## config.mk

```make
export PLATFORM = sky130hd
export DESIGN_NAME = slm_regs
export DESIGN_NICKNAME = d
export VERILOG_FILES = /design/src/hw/slm_pkg.sv /design/src/hw/slm_sync2.sv /design/src/hw/slm_evt_det.sv /design/src/hw/slm_regs.sv
export SDC_FILE = /design/constraint.sdc
export NUM_CORES = 1
export LEC_CHECK = 0
export BUFFER_PORTS_ARGS = -buffer_cell sky130_fd_sc_hd__buf_2
export CAP_MARGIN = 20
export CORE_MARGIN = 8
export CORE_UTILIZATION = 41
export DETAILED_ROUTE_END_ITERATION = 12
export PLACE_DENSITY = 0.86
export SLEW_MARGIN = 25
export SYNTH_ARGS = -nofsm -noshare
export SYNTH_HDL_FRONTEND = slang
export SYNTH_SLANG_ARGS = --single-unit
```

## constraint.sdc

```tcl
create_clock -name clk -period 2.1 [get_ports clk]
set_input_delay 0.21 -clock clk [delete_from_list [all_inputs] [get_ports clk]]
set_output_delay 0.21 -clock clk [all_outputs]
set_load 0.01 [all_outputs]
```

## src/hw/slm_pkg.sv

```systemverilog
// ====================================================================
// Shared constants and types for the supply level monitor registers
// ====================================================================
package slm_pkg;

    // ================================================================
    // Register indices (byte address is four times the index)
    // ================================================================
    localparam logic [7:0] SLM_IDX_THRESHOLD_CTRL = 8'h08;
    localparam logic [7:0] SLM_IDX_IRQ_CTRL = 8'h09;
    localparam logic [7:0] SLM_IDX_IRQ_FLAGS = 8'h0A;
    localparam logic [7:0] SLM_IDX_LEVEL_STATUS = 8'h0B;

    // Bit bounds of the word-index slice taken from haddr
    localparam int unsigned SLM_IDX_LSB = 2;
    localparam int unsigned SLM_IDX_MSB = 9;

    // ================================================================
    // Field positions
    // ================================================================
    localparam int unsigned SLM_THR_SEL_LSB = 0;
    localparam int unsigned SLM_IRQ_EN_BIT = 0;
    localparam int unsigned SLM_TRIG_SEL_LSB = 1;
    localparam int unsigned SLM_FLAG_BIT = 0;
    localparam int unsigned SLM_STATUS_BIT = 0;

    // ================================================================
    // Reset values
    // ================================================================
    localparam logic [7:0] SLM_THRESHOLD_CTRL_RST = 8'h00;
    localparam logic [7:0] SLM_IRQ_CTRL_RST = 8'h00;
    localparam logic [7:0] SLM_IRQ_FLAGS_RST = 8'h00;
    localparam logic [7:0] SLM_LEVEL_STATUS_RST = 8'h00;

    // ================================================================
    // Bus constants
    // ================================================================
    localparam logic [1:0] SLM_HTRANS_IDLE = 2'h0;
    localparam logic [1:0] SLM_HTRANS_NONSEQ = 2'h2;
    localparam logic SLM_HRESP_OKAY = 1'b0;

    // Threshold offset above the brown-out level
    typedef enum logic [1:0] {
        SLM_THR_5PCT = 2'h0,
        SLM_THR_15PCT = 2'h1,
        SLM_THR_25PCT = 2'h2,
        SLM_THR_RSVD = 2'h3
    } slm_thr_e;

    // Event that raises the monitor flag
    typedef enum logic [1:0] {
        SLM_TRIG_BELOW = 2'h0,
        SLM_TRIG_ABOVE = 2'h1,
        SLM_TRIG_CROSS = 2'h2,
        SLM_TRIG_RSVD = 2'h3
    } slm_trig_e;

    // Interrupt control register contents
    typedef struct packed {
        slm_trig_e trig_sel;
        logic irq_en;
    } slm_irq_ctrl_s;

    // AHB-Lite address phase as seen by the slave
    typedef struct packed {
        logic hsel;
        logic [1:0] htrans;
        logic [31:0] haddr;
        logic hwrite;
        logic [2:0] hsize;
        logic hready;
    } slm_ahb_req_s;

endpackage

```

## src/hw/slm_sync2.sv

```systemverilog
`timescale 1ns/1ps
// ====================================================================
// Two-flop synchroniser for levels arriving from outside the clock
// ====================================================================
module slm_sync2 #(
    parameter int unsigned WIDTH = 1
) (
    // Clock and reset
    input wire logic clk,
    input wire logic rst,
    // Level in and synchronised level out
    input wire logic [WIDTH-1:0] d,
    output logic [WIDTH-1:0] q
);

    // First stage; only the second stage looks at it
    logic [WIDTH-1:0] meta_r;

    // Two stages in series to settle metastability
    always_ff @(posedge clk)
    begin
        if (rst)
        begin
            meta_r <= '0;
            q <= '0;
        end
        else
        begin
            meta_r <= d;
            q <= meta_r;
        end
    end

endmodule

```

## src/hw/slm_evt_det.sv

```systemverilog
`timescale 1ns/1ps
// ====================================================================
// Threshold crossing detector for the synchronised comparator level
// ====================================================================
module slm_evt_det (
    // Clock and reset
    input wire logic clk,
    input wire logic rst,
    // Synchronised below-threshold level and selected event
    input wire logic below,
    input wire slm_pkg::slm_trig_e trig_sel,
    // One-cycle pulse when the selected event occurs
    output logic event_hit
);
    import slm_pkg::*;

    // Level seen one cycle earlier
    logic prev_r;
    // Individual crossings
    logic fall_below;
    logic rise_above;

    // Track the level always, so enabling later gives no false edge
    always_ff @(posedge clk)
    begin
        if (rst)
        begin
            prev_r <= 1'b0;
        end
        else
        begin
            prev_r <= below;
        end
    end

    assign fall_below = below & ~prev_r;
    assign rise_above = ~below & prev_r;

    // Pick the crossing; the reserved code never fires
    always_comb
    begin
        case (trig_sel)
            SLM_TRIG_BELOW: event_hit = fall_below;
            SLM_TRIG_ABOVE: event_hit = rise_above;
            SLM_TRIG_CROSS: event_hit = fall_below | rise_above;
            default: event_hit = 1'b0;
        endcase
    end

endmodule

```

## src/hw/slm_regs.sv

```systemverilog
`timescale 1ns/1ps
module slm_regs (
    // Clock and reset
    input wire logic clk,
    input wire logic rst,
    // AHB-Lite slave
    input wire slm_pkg::slm_ahb_req_s ahb_req,
    input wire logic [31:0] hwdata,
    output logic [31:0] hrdata,
    output logic hreadyout,
    output logic hresp,
    // Comparator result, asynchronous, high while supply is below
    input wire logic cmp_below,
    // Brown-out detector state and debug halt, same clock domain
    input wire logic bod_enabled,
    input wire logic dbg_halted,
    // Threshold select to the analog comparator
    output slm_pkg::slm_thr_e monitor_threshold_select,
    // Level interrupt request
    output logic irq
);
    import slm_pkg::*;

    // ================================================================
    // Declarations
    // ================================================================
    // Synchronised comparator level
    logic below_s;
    // Selected crossing seen this cycle
    logic event_hit;
    // Interrupt control register
    slm_irq_ctrl_s irq_ctrl_r;
    // Monitor flag and its next value
    logic monitor_irq_flag_r;
    logic monitor_irq_flag_nxt;
    // Address phase decode
    logic addr_acc;
    logic addr_map;
    logic [7:0] addr_idx;
    // Data phase state latched from the address phase
    logic dp_wr_r;
    logic dp_map_r;
    logic [7:0] dp_idx_r;
    // Read held back one cycle behind a write data phase
    logic rd_late_r;
    logic rd_late_map_r;
    logic [7:0] rd_late_idx_r;
    // Read mux select and result
    logic rd_map;
    logic [7:0] rd_idx;
    logic [31:0] rd_word;
    // Write strobes in the data phase
    logic wr_thr;
    logic wr_ctrl;
    logic wr_flags;
    // Flag set and clear terms
    logic flag_set;
    logic flag_clr;

    // ================================================================
    // Input synchroniser and event detector
    // ================================================================
    // Comparator output is analog-derived, so it is settled first
    slm_sync2 #(
        .WIDTH(1)
    ) u_sync_below (
        .clk(clk),
        .rst(rst),
        .d(cmp_below),
        .q(below_s)
    );

    slm_evt_det u_evt_det (
        .clk(clk),
        .rst(rst),
        .below(below_s),
        .trig_sel(irq_ctrl_r.trig_sel),
        .event_hit(event_hit)
    );

    // ================================================================
    // AHB-Lite address phase decode
    // ================================================================
    // Only NONSEQ is expected; SEQ is taken the same way
    assign addr_acc = ahb_req.hsel & ahb_req.htrans[1] & ahb_req.hready;
    assign addr_idx = ahb_req.haddr[SLM_IDX_MSB:SLM_IDX_LSB];
    // Unmapped words read zero and ignore writes
    always_comb
    begin
        addr_map = 1'b0;
        if (ahb_req.haddr[31:SLM_IDX_MSB+1] != '0)
        begin
            addr_map = 1'b0;
        end
        else if ((addr_idx >= SLM_IDX_THRESHOLD_CTRL) && (addr_idx <= SLM_IDX_LEVEL_STATUS))
        begin
            // The four registers occupy consecutive words
            addr_map = 1'b1;
        end
    end

    // Latch the write address phase for its data phase
    always_ff @(posedge clk)
    begin
        if (rst)
        begin
            dp_wr_r <= 1'b0;
            dp_map_r <= 1'b0;
            dp_idx_r <= 8'h00;
        end
        else
        begin
            dp_wr_r <= addr_acc & ahb_req.hwrite;
            dp_map_r <= addr_map;
            dp_idx_r <= addr_idx;
        end
    end

    // Write strobes; hwdata is valid in the data phase
    assign wr_thr = dp_wr_r & dp_map_r & (dp_idx_r == SLM_IDX_THRESHOLD_CTRL);
    assign wr_ctrl = dp_wr_r & dp_map_r & (dp_idx_r == SLM_IDX_IRQ_CTRL);
    assign wr_flags = dp_wr_r & dp_map_r & (dp_idx_r == SLM_IDX_IRQ_FLAGS);

    // ================================================================
    // Read path
    // ================================================================
    // A read right behind a write waits one cycle so it sees the write
    assign rd_idx = rd_late_r ? rd_late_idx_r : addr_idx;
    assign rd_map = rd_late_r ? rd_late_map_r : addr_map;

    // Register read mux; unused bits read zero
    always_comb
    begin
        rd_word = 32'h0000_0000;
        if (!rd_map)
        begin
            rd_word = 32'h0000_0000;
        end
        else if (rd_idx == SLM_IDX_THRESHOLD_CTRL)
        begin
            rd_word[SLM_THR_SEL_LSB+:2] = monitor_threshold_select;
        end
        else if (rd_idx == SLM_IDX_IRQ_CTRL)
        begin
            rd_word[SLM_IRQ_EN_BIT] = irq_ctrl_r.irq_en;
            rd_word[SLM_TRIG_SEL_LSB+:2] = irq_ctrl_r.trig_sel;
        end
        else if (rd_idx == SLM_IDX_IRQ_FLAGS)
        begin
            rd_word[SLM_FLAG_BIT] = monitor_irq_flag_r;
        end
        else if (rd_idx == SLM_IDX_LEVEL_STATUS)
        begin
            // live level, no stored copy to write
            rd_word[SLM_STATUS_BIT] = below_s;
        end
    end

    // Read data, ready and response registers
    always_ff @(posedge clk)
    begin
        if (rst)
        begin
            hrdata <= 32'h0000_0000;
            hreadyout <= 1'b1;
            hresp <= SLM_HRESP_OKAY;
            rd_late_r <= 1'b0;
            rd_late_map_r <= 1'b0;
            rd_late_idx_r <= 8'h00;
        end
        else
        begin
            hresp <= SLM_HRESP_OKAY;
            rd_late_r <= 1'b0;
            hreadyout <= 1'b1;
            if (rd_late_r)
            begin
                hrdata <= rd_word;
            end
            else if (addr_acc && !ahb_req.hwrite && dp_wr_r)
            begin
                // Stall the read data phase one cycle
                rd_late_r <= 1'b1;
                rd_late_map_r <= addr_map;
                rd_late_idx_r <= addr_idx;
                hreadyout <= 1'b0;
            end
            else if (addr_acc && !ahb_req.hwrite)
            begin
                hrdata <= rd_word;
            end
        end
    end

    // ================================================================
    // Control registers
    // ================================================================
    // threshold code drives the comparator; reserved code is kept
    always_ff @(posedge clk)
    begin
        if (rst)
        begin
            monitor_threshold_select <= slm_thr_e'(SLM_THRESHOLD_CTRL_RST[1:0]);
        end
        else if (wr_thr)
        begin
            monitor_threshold_select <= slm_thr_e'(hwdata[SLM_THR_SEL_LSB+:2]);
        end
    end

    // Interrupt enable and trigger select
    always_ff @(posedge clk)
    begin
        if (rst)
        begin
            irq_ctrl_r <= slm_irq_ctrl_s'(SLM_IRQ_CTRL_RST[2:0]);
        end
        else if (wr_ctrl)
        begin
            irq_ctrl_r.irq_en <= hwdata[SLM_IRQ_EN_BIT];
            irq_ctrl_r.trig_sel <= slm_trig_e'(hwdata[SLM_TRIG_SEL_LSB+:2]);
        end
    end

    // ================================================================
    // Monitor flag
    // ================================================================
    // hardware sets only while the detector runs
    assign flag_set = event_hit & bod_enabled;
    assign flag_clr = wr_flags & hwdata[SLM_FLAG_BIT];

    // clear first, then a set in the same cycle wins
    always_comb
    begin
        monitor_irq_flag_nxt = monitor_irq_flag_r;
        if (flag_clr)
        begin
            monitor_irq_flag_nxt = 1'b0;
        end
        if (flag_set)
        begin
            monitor_irq_flag_nxt = 1'b1;
        end
    end

    // Sticky flag register
    always_ff @(posedge clk)
    begin
        if (rst)
        begin
            monitor_irq_flag_r <= SLM_IRQ_FLAGS_RST[SLM_FLAG_BIT];
        end
        else
        begin
            monitor_irq_flag_r <= monitor_irq_flag_nxt;
        end
    end

    // ================================================================
    // Interrupt output
    // ================================================================
    // level request, gated enable and debug halt
    always_ff @(posedge clk)
    begin
        if (rst)
        begin
            irq <= 1'b0;
        end
        else
        begin
            irq <= irq_ctrl_r.irq_en & monitor_irq_flag_r & ~dbg_halted;
        end
    end
endmodule

```

=== After elaboration in Yosys (flattened, before gate mapping) ===
Index checks and enable logic that the tools add are counted.

* Register bits after elaboration: 34
* Input bits: 77
* Output and inout port bits: 37
* Word-level logic and storage cells: 76

* Magnitude comparators: 2
* Eq/ne operators: 10
* Multiplexer cells: 19
* Bitwise operators: 18
* Reductions and logical operators: 11

{| class="wikitable"
|+ Operators by type and width
! operator !! count
|-
| $eq A8 B4 Y1 const B || 7
|-
| $reduce_bool A22 Y1 || 1
|-
| $and A1 B1 Y1 || 13
|-
| $mux W3 || 4
|-
| $mux W1 || 11
|-
| $ge A8 B4 Y1 const B || 1
|-
| $le A8 B4 Y1 const B || 1
|-
| $mux W8 || 1
|-
| $mux W2 || 2
|-
| $not A1 Y1 || 4
|-
| $reduce_and A2 Y1 || 2
|-
| $reduce_bool A2 Y1 || 2
|-
| $logic_and A1 B1 Y1 || 3
|-
| $pmux W1 S3 || 1
|-
| $eq A2 B1 Y1 const B || 1
|-
| $eq A2 B2 Y1 const B || 1
|-
| $logic_not A2 Y1 || 1
|-
| $ne A2 B2 Y1 const B || 1
|-
| $reduce_or A2 Y1 || 1
|-
| $logic_not A1 Y1 || 1
|-
| $or A1 B1 Y1 || 1
|}

=== Longest topological paths before layout ===
Gate-level depths: netlist of the first run.

* Depth in word-level cells: 10
* Mapped depth: 6
* Depth with buffers taken out: 6

=== Hierarchy ===
From an unflattened synthesis of the first run, not the netlist that was laid out.

* Cells, all modules: 175
* Area total of the unflattened synthesis: 1662.8 um^2

{| class="wikitable"
|+ Modules (own cells, without submodules)
! module !! instances !! cells an instance !! area an instance (um^2) !! sequential area each (um^2)
|-
| slm_regs || 1 || 162 || 1531.5 || 620.6
|-
| slm_evt_det || 1 || 9 || 78.8 || 20.0
|-
| slm_sync2 || 1 || 4 || 52.6 || 40.0
|}

=== Worst setup path before layout of the first run ===
No wires, ideal clock.

* Kind: flip-flop to flip-flop
* From: reg dp_idx_r[5]
* To: reg irq_ctrl_r[1] (netlist name)
* Setup time: 0.128 ns
* Arrival time: 1.412 ns
* Data required time: 1.972 ns
* Setup slack: 0.561 ns
* Cell stages (with the launch flop): 5
* Period minus slack after synthesis: 1.539 ns
* Cells stage by stage: dfxtp_1 > or4_4 > nor4_4 > mux2i_1 > nor2_1

* Cells in the longest elaborated chain, start to end: 2

{| class="wikitable"
|+ Ends and longest elaborated chain
! item !! line !! text
|-
| start: declaration || slm_regs.sv:43 || <nowiki>logic [7:0] dp_idx_r;</nowiki>
|-
| start signal: assignment || slm_regs.sv:115 || <nowiki>dp_idx_r <= addr_idx;</nowiki>
|-
| $eq A8 B4 Y1 || slm_regs.sv:121 || <nowiki>assign wr_ctrl = dp_wr_r & dp_map_r & (dp_idx_r == SLM_IDX_IRQ_CTRL);</nowiki>
|-
| $and A1 B1 Y1 || slm_regs.sv:121 ||
|}

Every way passes these cells.
A chain may end at the register's enable or synchronous reset.

=== Worst setup path after layout of the first run ===
* From: reg rd_late_r
* To: reg hrdata[1]

* Cells in the longest elaborated chain, start to end: 8
* Elaborated cells on any way between the ends: 13

{| class="wikitable"
|+ Ends and longest elaborated chain
! item !! line !! text
|-
| start: declaration || slm_regs.sv:45 || <nowiki>logic rd_late_r;</nowiki>
|-
| start signal: assignment || slm_regs.sv:167 || <nowiki>rd_late_r <= 1'b0;</nowiki>
|-
| start signal: assignment || slm_regs.sv:174 || <nowiki>rd_late_r <= 1'b0;</nowiki>
|-
| start signal: assignment || slm_regs.sv:183 || <nowiki>rd_late_r <= 1'b1;</nowiki>
|-
| $mux W8 || slm_regs.sv:128 || <nowiki>assign rd_idx = rd_late_r ? rd_late_idx_r : addr_idx;</nowiki>
|-
| $eq A8 B4 Y1 || slm_regs.sv:143 || <nowiki>else if (rd_idx == SLM_IDX_IRQ_CTRL)</nowiki>
|-
| $mux W2 || slm_regs.sv:143 ||
|-
| $mux W2 || slm_regs.sv:139 || <nowiki>else if (rd_idx == SLM_IDX_THRESHOLD_CTRL)</nowiki>
|-
| $mux W3 || slm_regs.sv:135 || <nowiki>if (!rd_map)</nowiki>
|-
| $mux W3 || slm_regs.sv:188 || <nowiki>else if (addr_acc && !ahb_req.hwrite)</nowiki>
|-
| $mux W3 || slm_regs.sv:180 || <nowiki>else if (addr_acc && !ahb_req.hwrite && dp_wr_r)</nowiki>
|-
| $mux W3 || slm_regs.sv:176 || <nowiki>if (rd_late_r)</nowiki>
|-
| end signal: assignment || slm_regs.sv:178 || <nowiki>hrdata <= rd_word;</nowiki>
|-
| end signal: assignment || slm_regs.sv:190 || <nowiki>hrdata <= rd_word;</nowiki>
|-
| end: declaration || slm_regs.sv:9 || <nowiki>output logic [31:0] hrdata,</nowiki>
|}

Several ways; a longest one is shown, not always the timed one. The select of a mux whose other input is x is not followed.

==> results of run 1 <==
[power by group]
group	switching [W]	internal, W
clock	0.000227	0.000349
sequential	0.00000726	0.000656
combinational	0.0000717	0.0000476
[cells in the mapped netlist, drive strengths merged, types with 3 or more instances]
master / instances / area [um^2]
dfxtp: 34 / 681
buf: 32 / 235
nor2: 18 / 67.6
mux2i: 16 / 160
nor2b: 13 / 81.3
nor4: 7 / 73.8
inv: 5 / 18.8
nor3b: 4 / 30.0
clkbuf: 3 / 11.3
mux2: 3 / 33.8
nand4: 3 / 18.8
nand4b: 3 / 26.3
nor4b: 3 / 32.5
[routing by layer]
layer	GRT usage, %	share of wire, %	wire [um]	vias to the layer above
li1	-	-	-	646
met1	12.7	41	1550	599
met2	19.5	50	1900	47
met3	3.46	8.1	308	4
met4	4.91	0.76	29	0
met5	0	0	0	-
[per-stage QoR]
| step | instances | hold slack, ns |
|---|---|---|
| floorplan | 202 | 0.287 |
| global placement | 267 | 0.382 |
| detailed placement | 267 | 0.381 |
| CTS | 275 | 0.0747 |
| global route | 275 | 0.102 |
| finish | 275 | 0.0784 |
[worst max-delay path, cell delays in order, from the launching register on]
cell and delay [ns]:
dfxtp_1 0.54, nor4b_1 0.43, nand4_1 0.25, o31a_1 0.30
o21ai_0 0.07
[logic make-up after synthesis]
family	synth area share (%)
buffers and inverters	15.7
and+or+nand+nor	24.0
AOI/OAI and AO/OA	6.75
DFF	40.4
other	0.222
muxes	11.5
adders and majority gates	1.48
[worst max path at each step]
stage / endpoint / slack [ns] / cells after the start
after floorplan: irq_ctrl_r[1]$_SDFFE_PP0P_ / 0.56 / 4
after global placement: hrdata[0]$_SDFFE_PP0P_ / 0.46 / 5
after detailed placement: hrdata[0]$_SDFFE_PP0P_ / 0.41 / 5
after CTS: hrdata[2]$_SDFFE_PP0P_ / 0.46 / 4
after global routing: hrdata[1]$_SDFFE_PP0P_ / 0.31 / 4
final: hrdata[1]$_SDFFE_PP0P_ / 0.44 / 4
[cell type report]
| type | instances | area, um^2 | area share, % |
|---|---|---|---|
| clock buffer | 5 | 68.8 | 3.47 |
| clock inverter | 3 | 40.0 | 2.02 |
| inverter | 5 | 18.8 | 0.947 |
| multi-input combinational | 128 | 856 | 43.2 |
| sequential | 34 | 681 | 34.3 |
| tap | 50 | 62.6 | 3.16 |
| timing repair buffer | 50 | 255 | 12.9 |
[registers in the layout, summed over array words and instances, names as in the netlist, 2 cells and up]
| signal | count |
|---|---|
| hrdata | 3 |
| irq_ctrl_r | 3 |
| rd_late_idx_r | 8 |
| monitor_threshold_select | 2 |
| dp_idx_r | 8 |
==> reports/metrics.csv, run 1 <==
metric;value;unit
status;completed;
Die X;80.1;um
top achievable clock speed;603;MHz
commonest non-fill, non-tap cell in the layout;buf_2;
Post-synth top flop;dfxtp_1;
DRT iter0 DRCs;92;
Initial Util;42.5;%
Max-Cap Viols;0;
Seq cells post-synth;34;
P_leak;0.812;nW
Peak VDD IR;0.608;mV
post-placement setup slack;0.413;ns
area delta synth->final;17.5;%
clock sinks;34;
share of cells above drive strength 1;31.1;%
Synth cell types;37;
Post-synth ARST share;0;%
vias in the first global route;1281;
R2R depth;4;
Post-synth EDFFs;0;
vias per cell;4.71;
Area after DPL;0.00187;mm^2
clock root cell;clkbuf_8;
vias;1296;
fin crit period;1.66;ns
Crit. End Element;flop;
Slew Limit Fails;0;
hold worst-path end;irq$_SDFF_PP0_;
most frequent cells in the layout;buf_2 (48), dfxtp_1 (34), conb_1 (30);
worst path required time;2.31;ns
antenna violations before repair;0;
worst hold path class;input port to flop;
Routed Wire Length;3790;um
Seq/Total Area, Yosys;40.4;%
Cell Pwr Density;686;mW/mm^2
wire per inst;13.8;um
CTS tree;yes;
TNS Setup;0;ns
post-synthesis average cell area;9.75;um^2
die area;0.00642;mm^2
GRT overflow;0;
Die H;80.1;um
design area;0.00198;mm^2
clock tree buffer depth;2;
Final Setup Violations;0;
pin count of the biggest net entering global routing;19;
count of cells resized by post-cts repair;0;
PnR Total Power;0.00136;W
# port buffers;48;
global-route wire length before repair;5730;um
worst reg2reg endpoint;hrdata[1]$_SDFFE_PP0P_;
r2r setup slk;0.44;ns
boundary pin count;114;
clock slew at reported path FFs;0.07;ns
WS Path Type;flop to flop;
ANT nets after route;0;
GRT Total Usage;11.4;%
Final Wtd Congestion;0.762;
CTS H-Tree Depth;2;
clk_skew;0.00701;ns
Netlist Area Pre-Place;0.00169;mm^2
Rows;23;
PnR worst setup slack;0.441;ns
crit share post-route;79.0;%
Final Hold Fails;0;
core area;0.00397;mm^2
crit path max fanout;9;
Finished Core Util;49.9;%
Initial DRT Pass Iterations;4;
Layout Nets;303;
Diodes inserted;0;
number of post-CTS setup repair buffers;0;
Fillers;389;
worst skew pair latency;0.28;ns
DP HPWL;3020;um
RSZ-0062 raised after global routing;false;
hold depth;2;
DR DRC count;0;
critical path data arrival time;1.87;ns
Num CTS Buffers;5;
Mapped Cells;173;
# hold bufs at CTS;0;
Hold Startpoint;dbg_halted;
Startpoint Class;flop;
warnings from Yosys;0;
Worst Setup SP;rd_late_r$_SDFF_PP0_;
worst r2r src;rd_late_r$_SDFF_PP0_;
Note: power is estimated with default switching activity, not from simulation.
==> run 2: changes to the inputs <==
--- a/config.mk
+++ b/config.mk
@@ -5,12 +5,13 @@
 export SDC_FILE = /design/constraint.sdc
 export NUM_CORES = 1
 export LEC_CHECK = 0
+export ABC_AREA = 1
 export BUFFER_PORTS_ARGS = -buffer_cell sky130_fd_sc_hd__buf_2
 export CAP_MARGIN = 20
 export CORE_MARGIN = 8
-export CORE_UTILIZATION = 41
+export CORE_UTILIZATION = 42
 export DETAILED_ROUTE_END_ITERATION = 12
-export PLACE_DENSITY = 0.86
+export PLACE_DENSITY = 0.87
 export SLEW_MARGIN = 25
 export SYNTH_ARGS = -nofsm -noshare
 export SYNTH_HDL_FRONTEND = slang
==> constraint.sdc (replaced) <==
create_clock -name clk -period 1.7 [get_ports clk]
set_input_delay 0.17 -clock clk [delete_from_list [all_inputs] [get_ports clk]]
set_output_delay 0.17 -clock clk [all_outputs]
set_load 0.01 [all_outputs]
==> run 2 against run 1 <==
- total power up 16%
- first-iteration DRC count down 3.3%
- register-to-register slack worse by 0.17 ns
- critical endpoint unchanged
- cell area up 1.6%
- worst hold slack worse by 0.040 ns
- cell count up 26%
- clock skew down 0.0024 ns
- utilization up 0.063 points
- via count up 18%
- fmax up 16%
- largest power group unchanged
- synthesized area up 4.8%
==> reports/metrics.csv, run 2 <==
metric;value;unit;change
status;completed;;
top-count cell post-synth;nor2_1;;
vias per cell;4.42;;-6.1%
clock sinks;34;;unchanged
fin crit period;1.43;ns;-0.229 ns
Hold Startpoint;dbg_halted;;
DR DRC count;0;;unchanged
worst skew pair latency;0.29;ns;about the same
Die X;80.9;um;+0.92%
WS Path Type;flop to flop;;
Cell Pwr Density;785;mW/mm^2;+15%
Initial DRT Pass Iterations;4;;unchanged
clock tree buffer depth;2;;unchanged
crit share post-route;84.1;%;+5.1 points
Clock Power Share;38.2;%;-4.2 points
Fillers;422;;+8.5%
hold depth;2;;unchanged
Final Wtd Congestion;0.798;;+4.7%
Synth top cells by count;nor2_1 (39), inv_1 (35), dfxtp_1 (34);;
TNS Setup;0;ns;unchanged
Die H;80.9;um;+0.92%
P_sw;0.000384;W;+26%
WL met3;348;um;+13%
Regs by FF count;dp_idx_r (8), rd_late_idx_r (8);;
Area after DPL;0.00192;mm^2;+2.6%
M1 WL;1380;um;-11%
Seq cells post-synth;34;;unchanged
Mapped Cells;247;;+43%
Num CTS Buffers;5;;unchanged
Final Setup Violations;0;;unchanged
Max-Cap Viols;0;;unchanged
boundary pin count;114;;unchanged
GRT overflow;0;;unchanged
# hold bufs at CTS;0;;unchanged
core area;0.00403;mm^2;+1.4%
clk_skew;0.00461;ns;-0.00239 ns
Int Pwr;0.00120;W;+14%
Netlist Area Pre-Place;0.00177;mm^2;+4.8%
DR top layer;met4;;
Reg power frac;51.7;%;+2.9 points
Layout Nets;375;;+24%
switch share;24.3;%;+1.8 points
GRT Total Usage;11.4;%;+0.029 points
DRT iter0 DRCs;89;;-3.3%
top achievable clock speed;699;MHz;+16%
number of post-CTS setup repair buffers;0;;unchanged
design area;0.00201;mm^2;+1.6%
Slew Limit Fails;0;;unchanged
worst r2r src;rd_late_r$_SDFF_PP0_;;
share of cells above drive strength 1;25.3;%;-5.9 points
P_leak;1.02;nW;+26%
Post-synth EDFFs;0;;unchanged
worst hold path class;input port to flop;;
Rows;23;;unchanged
CTS H-Tree Depth;2;;unchanged
ANT nets after route;0;;unchanged
Seq/Total Area, Yosys;38.5;%;-1.9 points
Worst Setup SP;rd_late_r$_SDFF_PP0_;;
DP HPWL;3190;um;+5.6%
Initial Util;43.9;%;+1.4 points
critical path data arrival time;1.65;ns;-0.22 ns
vias in the first global route;1449;;+13%
Startpoint Class;flop;;
Synth top area share;38.5;%;-1.9 points
Crit. End Element;flop;;
vias;1535;;+18%
clock root cell;clkbuf_8;;
die area;0.00654;mm^2;+1.9%
commonest non-fill, non-tap cell in the layout;buf_2;;
most frequent cells in the layout;buf_2 (48), nor2_1 (39), inv_1 (35);;
area delta synth->final;13.9;%;
count of cells resized by post-cts repair;0;;unchanged
crit path max fanout;9;;unchanged
Synth cell types;30;;-19%
# port buffers;48;;unchanged
warnings from Yosys;0;;unchanged
global-route wire length before repair;5880;um;+2.5%
met2 WL post-DR;1980;um;+4.0%
CTS tree;yes;;
Comb power frac;10.1;%;+1.3 points
sequential cell area;681;um^2;unchanged
Area contributors post-synth;dfxtp_1 (38%), buf_4 (13%), nor2_1 (8.3%), inv_1 (7.4%), nand2_1 (6.6%);;
Post-synth top flop;dfxtp_1;;
antenna violations before repair;0;;unchanged
Finished Core Util;50.0;%;+0.063 points
R2R depth;8;;+4
wire per inst;10.9;um;-21%
area of the multi-input gates;776;um^2;-9.4%
RSZ-0062 raised after global routing;false;;
Peak VDD IR;0.446;mV;-27%
post-synthesis average cell area;7.16;um^2;-27%
pin count of the biggest net entering global routing;19;;unchanged
Final Hold Fails;0;;unchanged
Min Hold Slack;0.0379;ns;-0.0405 ns
Post-synth ARST share;0;%;unchanged
Routed Wire Length;3770;um;-0.50%
clock slew at reported path FFs;0.06;ns;about the same
worst path required time;1.92;ns;-0.39 ns
Diodes inserted;0;;unchanged
post-synth top area cell;dfxtp_1;;
-- run 2: cell types whose count changed in the layout (fill, tap and decap cells not counted), sizes merged, moves of 15 or more --
cell   change
nand3     +15
mux2i     -16
o21ai     +15
nor2      +24
nand2     +33
inv       +36
-- run 2: area by class of cell --
cell class	instances	area share, %
flip-flops and latches	34	33.8
clock inverters	1	0.249
repair buffers	48	11.9
multi-input cells	165	38.5
well taps	50	3.11
inverters	42	8.08
clock buffers	7	4.29
-- run 2: worst paths after layout --
kind / endpoint / slack, ns
setup / recovery: hrdata[1]$_SDFFE_PP0P_ / 0.27
hold / removal: irq$_SDFF_PP0_ / 0.04
hold reg to reg: u_sync_below.q$_SDFF_PP0_ / 0.41
setup reg to reg: hrdata[1]$_SDFFE_PP0P_ / 0.27
-- run 2: per-layer routing --
layer / vias up / global-route usage (%)
met3: 7 / 5.08
met4: 0 / 5.89
met1: 685 / 10.3
met5: - / 0
li1: 796 / -
met2: 47 / 21.0
-- run 2: kinds of logic after synthesis --
| family | count (synthesis) | share of synthesized area [%] |
|---|---|---|
| DFF | 34 | 38.5 |
| other | 1 | 0.212 |
| and+or+nand+nor | 99 | 24.8 |
| buffers and inverters | 77 | 23.8 |
| AOI/OAI and AO/OA | 34 | 11.3 |
| adders and majority gates | 2 | 1.42 |
-- run 2: power groups by stage --
stage | registers, W | logic, W | clock network, W
after global routing | 0.000818 | 0.000181 | 0.000660
after detailed placement | 0.000835 | 0.000158 | 0
final | 0.000817 | 0.000160 | 0.000604
after floorplan | 0.000834 | 0.000149 | 0
after CTS | 0.000817 | 0.000158 | 0.000620
after global placement | 0.000835 | 0.000153 | 0
-- run 2: per-stage QoR --
| stage | total power [W] | worst slack (ns) | instances |
|---|---|---|---|
| 6_report | 0.00158 | 0.270 | 347 |
| 5_1_grt | 0.00166 | 0.0959 | 347 |
| 4_1_cts | 0.00160 | 0.278 | 347 |
| 3_5_place_dp | 0.000993 | 0.285 | 339 |
| 3_3_place_gp | 0.000988 | 0.315 | 339 |
| 2_1_floorplan | 0.000982 | 0.573 | 276 |
-- run 2: critical path, stage by stage (launching register included) --
cell and delay, ns:
dfxtp_1 0.60, nand2_1 0.15, nand2_2 0.13, inv_1 0.08, nor2_1 0.10, nand3_1 0.07
nand2_1 0.08, nand2_1 0.06, a21oi_2 0.10
==> run 3: changes to the inputs <==
--- a/config.mk
+++ b/config.mk
@@ -9,9 +9,9 @@
 export BUFFER_PORTS_ARGS = -buffer_cell sky130_fd_sc_hd__buf_2
 export CAP_MARGIN = 20
 export CORE_MARGIN = 8
-export CORE_UTILIZATION = 42
+export CORE_UTILIZATION = 38
 export DETAILED_ROUTE_END_ITERATION = 12
-export PLACE_DENSITY = 0.87
+export PLACE_DENSITY = 0.83
 export SLEW_MARGIN = 25
 export SYNTH_ARGS = -nofsm -noshare
 export SYNTH_HDL_FRONTEND = slang
==> constraint.sdc (replaced) <==
create_clock -name clk -period 1.17 [get_ports clk]
set_input_delay 0.117 -clock clk [delete_from_list [all_inputs] [get_ports clk]]
set_output_delay 0.117 -clock clk [all_outputs]
set_load 0.01 [all_outputs]
==> run 3 against run 2 <==
- register-to-register slack got worse by 0.39 ns
- clock skew increased by 0.0064 ns
- the flow now finishes with violations (negative setup slack)
- fmax is 11% higher
- highest routed layer unchanged
- non-clock buffer count increased by 13
- critical path depth down 1
==> reports/metrics.csv, run 3 (synthesis results as in run 2) <==
metric;value;unit;change
status;finished, violations left;;
failing checks;negative setup slack;;
Startpoint Class;flop;;
core area;0.00460;mm^2;+14%
CTS tree;yes;;
Num CTS Buffers;5;;unchanged
placed cell count;353;;+4.1%
Initial DRT Pass Iterations;5;;+1
vias in the first global route;1585;;+9.4%
# port buffers;48;;unchanged
antenna violations before repair;0;;unchanged
CTS H-Tree Depth;2;;unchanged
Rows;25;;+8.7%
worst path required time;1.35;ns;-0.57 ns
clock root cell;clkbuf_8;;
clock sinks;34;;unchanged
share of cells above drive strength 1;36.3;%;+11 points
DRT iter0 DRCs;93;;+4.5%
worst path buffer plus inverter count;1;;unchanged
worst hold path class;input port to flop;;
PnR Total Power;0.00235;W;+48%
WS Path Type;flop to flop;;
boundary pin count;114;;unchanged
global-route wire length before repair;6550;um;+11%
area delta synth->final;29.7;%;
CP top delay family;simple AND/OR/NAND/NOR gates;;
vias;1619;;+5.5%
Layout Nets;389;;+3.7%
vias per cell;4.44;;+0.27%
clock slew at reported path FFs;0.07;ns;about the same
crit path max fanout;5;;-4
Die H;84.2;um;+4.1%
P_leak;1.12;nW;+9.6%
Regs by FF count;dp_idx_r (8), rd_late_idx_r (8);;
RSZ-0062 raised after global routing;true;;
final cell count without fillers;365;;+5.2%
most frequent cells in the layout;buf_2 (48), nor2_1 (37), inv_1 (35);;
Min Hold Slack;0.0480;ns;+0.0101 ns
top achievable clock speed;773;MHz;+11%
DR DRC count;0;;unchanged
worst skew pair latency;0.29;ns;about the same
Cell Pwr Density;1020;mW/mm^2;+30%
Fillers;407;;-3.6%
ANT nets after route;0;;unchanged
Crit. End Element;flop;;
wire per inst;12.0;um;+11%
Die X;84.2;um;+4.1%
critical path data arrival time;1.47;ns;-0.18 ns
Max-Cap Viols;0;;unchanged
post-placement setup slack;-0.186;ns;-0.471 ns
clock tree buffer depth;2;;unchanged
Peak VDD IR;0.410;mV;-7.9%
PnR worst setup slack;-0.123;ns;-0.393 ns
Diodes inserted;0;;unchanged
CP max stage cell;dfxtp_2;;
Final Hold Fails;0;;unchanged
clk_skew;0.0110;ns;+0.00636 ns
Slew Limit Fails;0;;unchanged
DP HPWL;3280;um;+2.7%
GRT Total Usage;11.1;%;-0.26 points
GRT overflow;0;;unchanged
Slowest Stage Delay on Critical Path;0.34;ns;-0.26 ns
commonest non-fill, non-tap cell in the layout;buf_2;;
Critical Path, Cell by Cell;inv_2 -> nor3_4 -> nand3_2 -> nor2_4 -> nand2_4 -> o21ai_2 -> a21oi_1;;
Finished Core Util;49.9;%;-0.12 points
Routed Wire Length;4390;um;+16%
pin count of the biggest net entering global routing;18;;-1
fin crit period;1.29;ns;-0.137 ns
Final Wtd Congestion;0.874;;+9.4%
Final Setup Violations;17;;+17
crit share post-route;111;%;+26 points
die area;0.00709;mm^2;+8.4%
Initial Util;38.4;%;-5.4 points
run 3: cell types whose count changed in the layout (fill, tap and decap cells not counted), sizes merged:
cell / before / now
buf: 48 / 60
clkinvlp: 0 / 2
clkbuf: 7 / 6
clkinv: 2 / 1
dlygate4sd3: 0 / 1
inv: 41 / 42
run 3: layout make-up:
type	instances	area, um^2	area share, %
multi-input combinational	165	912	39.8
sequential	34	683	29.8
timing repair buffer	61	359	15.7
inverter	42	168	7.31
clock buffer	6	82.6	3.60
tap	54	67.6	2.95
clock inverter	2	12.5	0.546
timing repair inverter	1	7.51	0.328
run 3: metal layers:
layer | up-vias | wire length [um] | global-route usage [%]
li1 | 824 | - | -
met1 | 739 | 1610 | 9.64
met2 | 49 | 2390 | 21.4
met3 | 7 | 302 | 3.78
met4 | 0 | 82 | 6.28
met5 | - | 0 | 0
run 3: report_power, final:
group          internal (W)  switching, W
registers           0.00118     0.0000113
clock network      0.000473      0.000422
logic              0.000100      0.000164
run 3: per-stage QoR:
stage | cell area [um^2] | TNS [ns]
finish | 2290 | -1.11
global route | 2290 | -2.32
CTS | 2180 | -0.684
detailed placement | 2000 | -0.978
global placement | 2000 | -0.551
floorplan | 1880 | 0
run 3: path summary, 6_finish.rpt:
kind | cells after the start | startpoint | slack (ns) | end
worst min register to register | 2 | u_sync_below.meta_r$_SDFF_PP0_ | 0.40 | u_sync_below.q$_SDFF_PP0_
worst max register to register | 7 | dp_wr_r$_SDFF_PP0_ | -0.12 | irq_ctrl_r[0]$_SDFFE_PP0P_
worst max-delay path | 7 | dp_wr_r$_SDFF_PP0_ | -0.12 | irq_ctrl_r[0]$_SDFFE_PP0P_
worst min-delay path | 3 | cmp_below | 0.05 | u_sync_below.meta_r$_SDFF_PP0_
run 3: repair_timing:
action                                  in CTS  in global routing
pin swaps                                    2                 11
buffers inserted                             1                  1
endpoints found under the setup margin      15                 18
endpoints found under the hold margin        1                  0
hold buffers                                 1                  0
resized for setup                           15                 28
gates cloned                                 1                  0
run 3: tightest hold or removal path, cell delays in order:
cell and delay (ns):
buf_2 0.08, inv_1 0.03, nor2_1 0.06
